[src/pkg/lpc_map.svh]
// Register map, field positions, reset values and the operating summary of the pixel clock block
// Summary of operation
// - Fourth-pulse-drop set: every fourth pixel clock period stays low, three of four pulse.
// - Divisor zero gives pixel clock at half source rate.
// - Bypass set: undivided source clock goes out as pixel clock.
// - Each line emits clocks-per-line field plus one pixel clocks; field ten bits.
// - Genlock select locks line and frame sync to the VGA timing generator.
// - In TFT mode the AC-bias output is an output enable during pixel bursts.
// - In TFT mode data changes on the selected edge only while enable is active.
// - Without bypass, pixel edge select 0 drives data on rising edge, 1 on falling edge; bypass uses the rising edge only.
// - Line-pulse invert 0 makes the line pulse active high, inactive low.
// - Line-pulse invert 1 makes the line pulse active low, inactive high.
// - Without bypass, pixel clock period is pixel divisor plus two source clocks.
`ifndef LPC_MAP_SVH
`define LPC_MAP_SVH
`define LPC_OFS_TIMING2 12'h028
`define LPC_OFS_STATUS 12'h02C
`define LPC_TIMING2_RESET 32'h0000_0000
`define LPC_TIMING2_WMASK 32'h0FFF_FFFF
`define LPC_BIT_DROP 27
`define LPC_BIT_BYPASS 26
`define LPC_CPL_MSB 25
`define LPC_CPL_LSB 16
`define LPC_BIT_GENLOCK 15
`define LPC_BIT_OE_INV 14
`define LPC_BIT_EDGE 13
`define LPC_BIT_LP_INV 12
`define LPC_PCD_MSB 4
`define LPC_PCD_LSB 0
`define LPC_STAT_BIT_BUSY 0
`define LPC_STAT_BIT_LP 1
`define LPC_STAT_CNT_MSB 25
`define LPC_STAT_CNT_LSB 16
`define LPC_DROP_SLOT 2'h3
`endif

[src/pkg/lpc_pkg.sv]
// Types shared by the pixel clock and polarity block
package lpc_pkg;
	typedef enum logic [1:0] {
		lpc_idle,
		lpc_burst,
		lpc_line_pulse
	} lpc_state_t;
endpackage

[src/verilog/lpc_top.sv]
// Pixel clock shaping, line burst counting, genlock and panel output polarities with APB registers
//
// Implementation choices: the APB interface to the registers and the address map.
`timescale 1ns/1ps
`default_nettype none
`include "lpc_map.svh"
module lpc_top #(
	parameter int DATA_W = 8,
	parameter int CPL_W = 10,
	parameter int PCD_W = 5
) (
	input wire logic pclk,
	input wire logic presetn,
	input wire logic psel,
	input wire logic penable,
	input wire logic pwrite,
	input wire logic [11:0] paddr,
	input wire logic [31:0] pwdata,
	output logic [31:0] prdata,
	output logic pready,
	output logic pslverr,
	input wire logic tft_mode,
	input wire logic line_start,
	input wire logic frame_start,
	input wire logic vga_hsync,
	input wire logic vga_vsync,
	input wire logic [DATA_W-1:0] pixel_data_in,
	output logic pixel_taken,
	output logic panel_pixel_clock,
	output logic [DATA_W-1:0] panel_data,
	output logic ac_bias_output,
	output logic line_pulse_output,
	output logic frame_sync_pulse
);

////////////////////////////////////////////////////////////////////////////////
// Register file

logic [31:0] lcd_timing_control_2;
lpc_pkg::lpc_state_t state;
logic [CPL_W-1:0] clk_count;
logic setup_rd;
logic hit_timing;
logic hit_status;
logic [31:0] stat_word;

assign hit_timing = (paddr == `LPC_OFS_TIMING2);
assign hit_status = (paddr == `LPC_OFS_STATUS);
// Zero wait states: every access completes in its first access cycle
assign pready = 1'b1;
assign pslverr = psel & penable & ~(hit_timing | hit_status);
assign setup_rd = psel & ~penable & ~pwrite;

always_comb
begin
	stat_word = 32'h0000_0000;
	stat_word[`LPC_STAT_BIT_BUSY] = (state == lpc_pkg::lpc_burst);
	stat_word[`LPC_STAT_BIT_LP] = (state == lpc_pkg::lpc_line_pulse);
	stat_word[`LPC_STAT_CNT_MSB:`LPC_STAT_CNT_LSB] = clk_count;
end

always_ff @(posedge pclk or negedge presetn)
begin
	if (!presetn)
		lcd_timing_control_2 <= `LPC_TIMING2_RESET;
	else if (psel && penable && pwrite && hit_timing)
		lcd_timing_control_2 <= pwdata & `LPC_TIMING2_WMASK;
end

// Read data is captured in the setup cycle so it leaves a flop
always_ff @(posedge pclk or negedge presetn)
begin
	if (!presetn)
		prdata <= 32'h0000_0000;
	else if (setup_rd)
	begin
		if (hit_timing)
			prdata <= lcd_timing_control_2;
		else if (hit_status)
			prdata <= stat_word;
		else
			prdata <= 32'h0000_0000;
	end
end

////////////////////////////////////////////////////////////////////////////////
// Field decode

logic drop_en;
logic bypass;
logic [CPL_W-1:0] clocks_per_line_field;
logic genlock;
logic oe_inv;
logic edge_sel;
logic lp_inv;
logic [PCD_W-1:0] pixel_divisor;

assign drop_en = lcd_timing_control_2[`LPC_BIT_DROP];
assign bypass = lcd_timing_control_2[`LPC_BIT_BYPASS];
assign clocks_per_line_field = lcd_timing_control_2[`LPC_CPL_MSB:`LPC_CPL_LSB];
assign genlock = lcd_timing_control_2[`LPC_BIT_GENLOCK];
assign oe_inv = lcd_timing_control_2[`LPC_BIT_OE_INV];
assign edge_sel = lcd_timing_control_2[`LPC_BIT_EDGE];
assign lp_inv = lcd_timing_control_2[`LPC_BIT_LP_INV];
assign pixel_divisor = lcd_timing_control_2[`LPC_PCD_MSB:`LPC_PCD_LSB];

////////////////////////////////////////////////////////////////////////////////
// Line and frame start, local or locked to the VGA generator

logic hs_prev;
logic vs_prev;
logic line_go;
logic frame_go;

always_ff @(posedge pclk or negedge presetn)
begin
	if (!presetn)
	begin
		hs_prev <= 1'b0;
		vs_prev <= 1'b0;
	end
	else
	begin
		hs_prev <= vga_hsync;
		vs_prev <= vga_vsync;
	end
end

assign line_go = genlock ? (vga_hsync & ~hs_prev) : line_start;
assign frame_go = genlock ? (vga_vsync & ~vs_prev) : frame_start;

always_ff @(posedge pclk or negedge presetn)
begin
	if (!presetn)
		frame_sync_pulse <= 1'b0;
	else
		frame_sync_pulse <= frame_go;
end

////////////////////////////////////////////////////////////////////////////////
// Divider phase and drop slot

logic [PCD_W:0] phase;
logic [PCD_W:0] div_max;
logic [PCD_W:0] half;
logic [1:0] slot;
logic period_start;
logic period_end;
logic emit;

// Period of divisor plus two source clocks, or one clock in bypass
assign div_max = bypass ? '0 : ({1'b0, pixel_divisor} + (PCD_W+1)'(1));
// High phase is the first half; divisor zero gives one high, one low
assign half = (div_max + (PCD_W+1)'(1)) >> 1;
assign period_start = (phase == '0);
assign period_end = (phase == div_max);
assign emit = (state == lpc_pkg::lpc_burst) && !(drop_en && slot == `LPC_DROP_SLOT);

always_ff @(posedge pclk or negedge presetn)
begin
	if (!presetn)
		phase <= '0;
	else if (period_end || state == lpc_pkg::lpc_idle)
		phase <= '0;
	else
		phase <= phase + (PCD_W+1)'(1);
end

// Slot index restarts each line so the drop pattern is line aligned
always_ff @(posedge pclk or negedge presetn)
begin
	if (!presetn)
		slot <= 2'h0;
	else if (state != lpc_pkg::lpc_burst)
		slot <= 2'h0;
	else if (period_end)
		slot <= slot + 2'h1;
end

////////////////////////////////////////////////////////////////////////////////
// Line sequencer

logic bypass_gate;
// Sampled on the low half so the gated source clock has no runt pulse at burst start or end
always_ff @(negedge pclk or negedge presetn)
begin
	if (!presetn)
		bypass_gate <= 1'b0;
	else
		bypass_gate <= emit;
end
always_ff @(posedge pclk or negedge presetn)
begin
	if (!presetn)
		clk_count <= '0;
	else if (state == lpc_pkg::lpc_idle && line_go)
		clk_count <= '0;
	else if (state == lpc_pkg::lpc_burst && period_start && emit)
		clk_count <= clk_count + CPL_W'(1);
end
logic cpl_reached;
logic [CPL_W:0] count_ext;
assign count_ext = {1'b0, clk_count} + ((state == lpc_pkg::lpc_burst && period_start && emit) ? (CPL_W+1)'(1) : '0);
assign cpl_reached = (count_ext == ({1'b0, clocks_per_line_field} + (CPL_W+1)'(1)));
logic burst_ends;
logic line_done;
always_ff @(posedge pclk or negedge presetn)
begin
	if (!presetn)
		line_done <= 1'b0;
	else if (state != lpc_pkg::lpc_burst)
		line_done <= 1'b0;
	else if (cpl_reached)
		line_done <= 1'b1;
end
assign burst_ends = period_end && (line_done || cpl_reached);

always_ff @(posedge pclk or negedge presetn)
begin
	if (!presetn)
		state <= lpc_pkg::lpc_idle;
	else
	begin
		case (state)
			lpc_pkg::lpc_idle:
				if (line_go)
					state <= lpc_pkg::lpc_burst;
			lpc_pkg::lpc_burst:
				if (burst_ends)
					state <= lpc_pkg::lpc_line_pulse;
			lpc_pkg::lpc_line_pulse:
				if (period_end)
					state <= lpc_pkg::lpc_idle;
			default:
				state <= lpc_pkg::lpc_idle;
		endcase
	end
end

////////////////////////////////////////////////////////////////////////////////
// Panel outputs

logic cp_div;
logic next_cp_div;
logic rise_evt;
logic fall_evt;

// High for phases one to half of its own period, so a pulse never borrows a neighbouring slot
assign next_cp_div = emit && !bypass && (phase < half);
assign rise_evt = bypass ? emit : (next_cp_div && !cp_div);
assign fall_evt = bypass ? emit : (cp_div && !next_cp_div);
always_ff @(posedge pclk or negedge presetn)
begin
	if (!presetn)
		cp_div <= 1'b0;
	else
		cp_div <= next_cp_div;
end

// Bypass gates the source clock itself, so it is kept for TFT; data then moves on its rising edge only
assign panel_pixel_clock = bypass ? (pclk & bypass_gate) : cp_div;

always_ff @(posedge pclk or negedge presetn)
begin
	if (!presetn)
	begin
		panel_data <= '0;
		pixel_taken <= 1'b0;
	end
	else
	begin
		pixel_taken <= 1'b0;
		// Data moves only inside a burst, where the enable is active
		if ((edge_sel ? fall_evt : rise_evt) && (state == lpc_pkg::lpc_burst))
		begin
			panel_data <= pixel_data_in;
			pixel_taken <= 1'b1;
		end
	end
end

always_ff @(posedge pclk or negedge presetn)
begin
	if (!presetn)
		ac_bias_output <= 1'b0;
	else if (tft_mode)
		ac_bias_output <= (state == lpc_pkg::lpc_burst) ^ oe_inv;
	else
		ac_bias_output <= 1'b0;
end

always_ff @(posedge pclk or negedge presetn)
begin
	if (!presetn)
		line_pulse_output <= 1'b0;
	else
		line_pulse_output <= (state == lpc_pkg::lpc_line_pulse) ^ lp_inv;
end

endmodule // lpc_top
`default_nettype wire
[config.mk]
export PLATFORM = sky130hd
export DESIGN_NAME = lpc_top
export DESIGN_NICKNAME = d
export VERILOG_FILES = /design/src/pkg/lpc_pkg.sv /design/src/verilog/lpc_top.sv
export VERILOG_INCLUDE_DIRS = /design/src /design/src/pkg
export SDC_FILE = /design/constraint.sdc
export NUM_CORES = 1
export LEC_CHECK = 0
export BUFFER_PORTS_ARGS = -buffer_cell sky130_fd_sc_hd__buf_2
export CAP_MARGIN = 30
export CORE_MARGIN = 4
export CORE_UTILIZATION = 59
export CTS_CLUSTER_SIZE = 12
export DETAILED_ROUTE_END_ITERATION = 6
export PLACE_DENSITY = 0.95
export REMOVE_ABC_BUFFERS = 1
export SKIP_LAST_GASP = 1
export SLEW_MARGIN = 20
export SYNTH_ARGS = -nofsm -noshare
export SYNTH_HDL_FRONTEND = slang
export SYNTH_SLANG_ARGS = --single-unit
[constraint.sdc]
create_clock -name pclk -period 6.9 [get_ports pclk]
set_clock_uncertainty 0.05 [all_clocks]
set_input_delay 1.035 -clock pclk [delete_from_list [all_inputs] [get_ports pclk]]
set_output_delay 1.035 -clock pclk [all_outputs]
set_load 0.05 [all_outputs]
=== Yosys cells after proc, flatten, opt, wreduce, memory -nomap -nowiden ===
Index checks and enable logic that the tools add are counted.

* Flip-flop bits (word level): 97
* Bits of input ports: 62
* Output and inout port bits: 47

* Add/subtract/negate cells: 7
* Order comparisons: 1
* Equality and inequality tests: 11
* Multiplexer cells: 23
* Bitwise logic cells: 15
* Reduce and logical (&&, ||, !) cells: 26

{| class="wikitable"
|+ Operator list
! cell !! number
|-
| $mux 32 || 1
|-
| $mux 26 || 1
|-
| $eq 12x6->1 const B || 2
|-
| $mux 10 || 2
|-
| $logic_and 1x1->1 || 14
|-
| $add 6x1->6 const B || 2
|-
| $mux 6 || 2
|-
| $add 10x1->11 || 1
|-
| $add 10x1->11 const B || 1
|-
| $eq 11x11->1 || 1
|-
| $mux 1 || 11
|-
| $add 10x1->10 const B || 1
|-
| $mux 2 || 5
|-
| $and 1x1->1 || 7
|-
| $add 5x1->6 const B || 1
|-
| $eq 6x6->1 || 1
|-
| $logic_not 6->1 || 1
|-
| $lt 6x5->1 || 1
|-
| $ne 2x1->1 const B || 3
|-
| $pmux 2 s3 || 1
|-
| $reduce_bool 2->1 || 3
|-
| $not 1->1 || 5
|-
| $eq 2x2->1 const B || 2
|-
| $logic_not 1->1 || 4
|-
| 8 further kinds || 10
|}

=== Logic depth before layout (Yosys ltp) ===
* Word-level depth: 12
* Depth in mapped cells: 13

==> flow_metrics.env <==
export IMPL_outcome="complete, no violations"
export IMPL_drc_errors=0
export IMPL_ys_seq_area_frac=0.4802
export IMPL_cp_slowest_cell="dfrtn_1"
export IMPL_routed_wl_um=10650
export IMPL_placed_area_sq_mm=0.005338
export IMPL_synthFlopType="dfrtp_1"
export IMPL_ios=109
export IMPL_viasPerCell=5.761
export IMPL_cp_num_buf_inv=1
export IMPL_ctsHoldBuffers=0
export IMPL_cp_slowest_stage_delay_ns=0.39
export IMPL_die_width_um=98.63
export IMPL_leakage_nw=2.780
export IMPL_power_density_mw_per_mm2=333.7
export IMPL_total_power_mw=1.856
export IMPL_crit_type="flip-flop to primary output"
export IMPL_nets=589
export IMPL_synth_area_leader_cell="dfrtp_1"
export IMPL_worstMarginPinSlew_ns=0.8898
export IMPL_detail_route_antenna_nets=0
export IMPL_synth_top_cell_area_share=0.4751
export IMPL_crit_path_cell_trace="nand3_1 -> o21ai_0 -> buf_2"
export IMPL_drtPass1Iterations=4
export IMPL_cp_top_family="flip-flops"
export IMPL_core_area_sq_mm=0.007848
export IMPL_rsz0062_at_grt="no"
export IMPL_post_drt_wl_per_cell_um=17.18
export IMPL_port_buffers=99
export IMPL_synth_area_sq_mm=0.004846
export IMPL_placed_cells=601
export IMPL_fp_row_count=32
export IMPL_arrival_ns=4.82
export IMPL_synth_edf_count=0
export IMPL_clock_latency_ns=0.47
export IMPL_postCtsSetupBuffers=0
export IMPL_relSlewSlack=0.4068
export IMPL_drt_iter0_drc=115
export IMPL_final_util=0.7089
export IMPL_yosysMostFrequentCell="dfrtp_1"
export IMPL_vias=3572
export IMPL_seqCellArea_sq_mm=0.002327
export IMPL_hpwl_um=7541
export IMPL_start_kind="flip-flop"
export IMPL_drive_gt1_frac=0.3340
export IMPL_min_path_type="flip-flop to flip-flop"
export IMPL_grt_max_degree=65
export IMPL_cp_required_ns=5.81
export IMPL_slew_viol_final=0
export IMPL_yosysWarnings=0
export IMPL_ir_drop_uv=269.7
export IMPL_gp_congestion=0.9011
export IMPL_fillers=583
export IMPL_diodes=0
export IMPL_setup_violations=0
export IMPL_multi_input_area_sq_mm=0.002327
export IMPL_stdcell_count=620
export IMPL_die_y_um=98.63
export IMPL_syn_to_final_growth_pct=14.79
export IMPL_hold_slack_ns=0.3962
export IMPL_end_kind="primary output"
export IMPL_syn_avg_cell_area_sq_um=11.59
export IMPL_antenna_found_initial=0
export IMPL_dp_slack_ns=1.576
export IMPL_grt_pass1_vias=3875
export IMPL_ctsResizeCount=0
export IMPL_synthTopCellsByArea="dfrtp_1, mux2_2, xnor2_1, ha_1, xor2_1"
export IMPL_initial_core_util=0.6175
export IMPL_ys_ff_latch=93
export IMPL_worst_slack_ns=0.9949
export IMPL_grt_pass1_wl_um=18290
export IMPL_yosys_top_cells_count="dfrtp_1, nor2_1, mux2_2"
export IMPL_clk_transition_reported_paths_ns=0.10
export IMPL_synth_cells=418
export IMPL_grtUsageTotal=0.2329
export IMPL_cts_tree="built"
export IMPL_drv_cap=0
export IMPL_final_hold_viol_count=0
export IMPL_setup_tns_ns=0
export IMPL_die_area_sq_mm=0.009727
export IMPL_ys_async_sr_fraction=1.000
export IMPL_fin_area_sq_mm=0.005563
export IMPL_overflow=0
export IMPL_cp_max_fo=1
export IMPL_synth_cell_types=55
==> layer usage <==
metal  GRT usage  share of wire
met3     0.05945          0.064
met2      0.3983           0.50
met4     0.09979          0.020
met5           0              0
met1      0.2790           0.41
==> where the power goes <==
part	internal, mW	total, mW	leakage, nW	switching (mW)
clock	0.185	0.408	0.123	0.223
combinational	0.307	0.694	1.42	0.387
sequential	0.635	0.754	1.24	0.119
==> final timing paths <==
check | startpoint | end | slack, ns | depth (start not counted)
setup / recovery | bypass_gate | panel_pixel_clock | 0.99 | 3
hold / removal | vs_prev | frame_sync_pulse | 0.40 | 1
setup reg to reg | state[1] | bypass_gate | 2.27 | 2
hold reg to reg | vs_prev | frame_sync_pulse | 0.40 | 1
max in group asynchronous | presetn | bypass_gate | 2.72 | 1
min in group asynchronous | presetn | lcd_timing_control_2[25] | 0.42 | 1
==> cell usage in the layout (no fill, tap or decap), drive strengths merged, types with 3 or more instances in the layout <==
cell / instances
buf: 103
dfrtp: 92
mux2: 38
nor2: 33
nand2: 25
xnor2: 23
nand3: 22
xor2: 19
a22o: 16
ha: 14
clkbuf: 14
mux2i: 13
o31ai: 12
nor3: 11
inv: 10
nand4: 6
and3: 6
a21oi: 6
nor4: 5
conb: 5
o21ai: 5
nand2b: 3
a21o: 3
or3: 3
xnor3: 3
clkinv: 3
==> registers in the layout, indices dropped and copies added, names as in the netlist, 2 cells and up <==
| name | flops |
|---|---|
| state | 2 |
| panel_data | 8 |
| phase | 6 |
| prdata | 28 |
| slot | 2 |
| lcd_timing_control_2 | 28 |
| clk_count | 10 |
==> cells by family (layout without fill, tap and decap cells) <==
| kind of cell | after synthesis | in the layout | synth area share |
|---|---|---|---|
| fa+ha+maj | 14 | 14 | 0.03615 |
| flops | 93 | 93 | 0.4802 |
| compound gates | 55 | 55 | 0.09579 |
| simple gates | 125 | 125 | 0.1322 |
| buf+inv | 33 | 130 | 0.04286 |
| mux | 51 | 51 | 0.1214 |
| other cells | 2 | 5 | 0.001550 |
| xor+xnor | 45 | 45 | 0.08985 |
==> cell type report <==
cell class	instances	area share
Sequential cell	93	0.4184
Multi-Input combinational cell	295	0.4184
Timing Repair Buffer	102	0.09357
Clock buffer	15	0.03374
Tap cell	102	0.02294
Clock inverter	5	0.007647
Inverter	8	0.005398
Power figures use the tool's default switching activity.
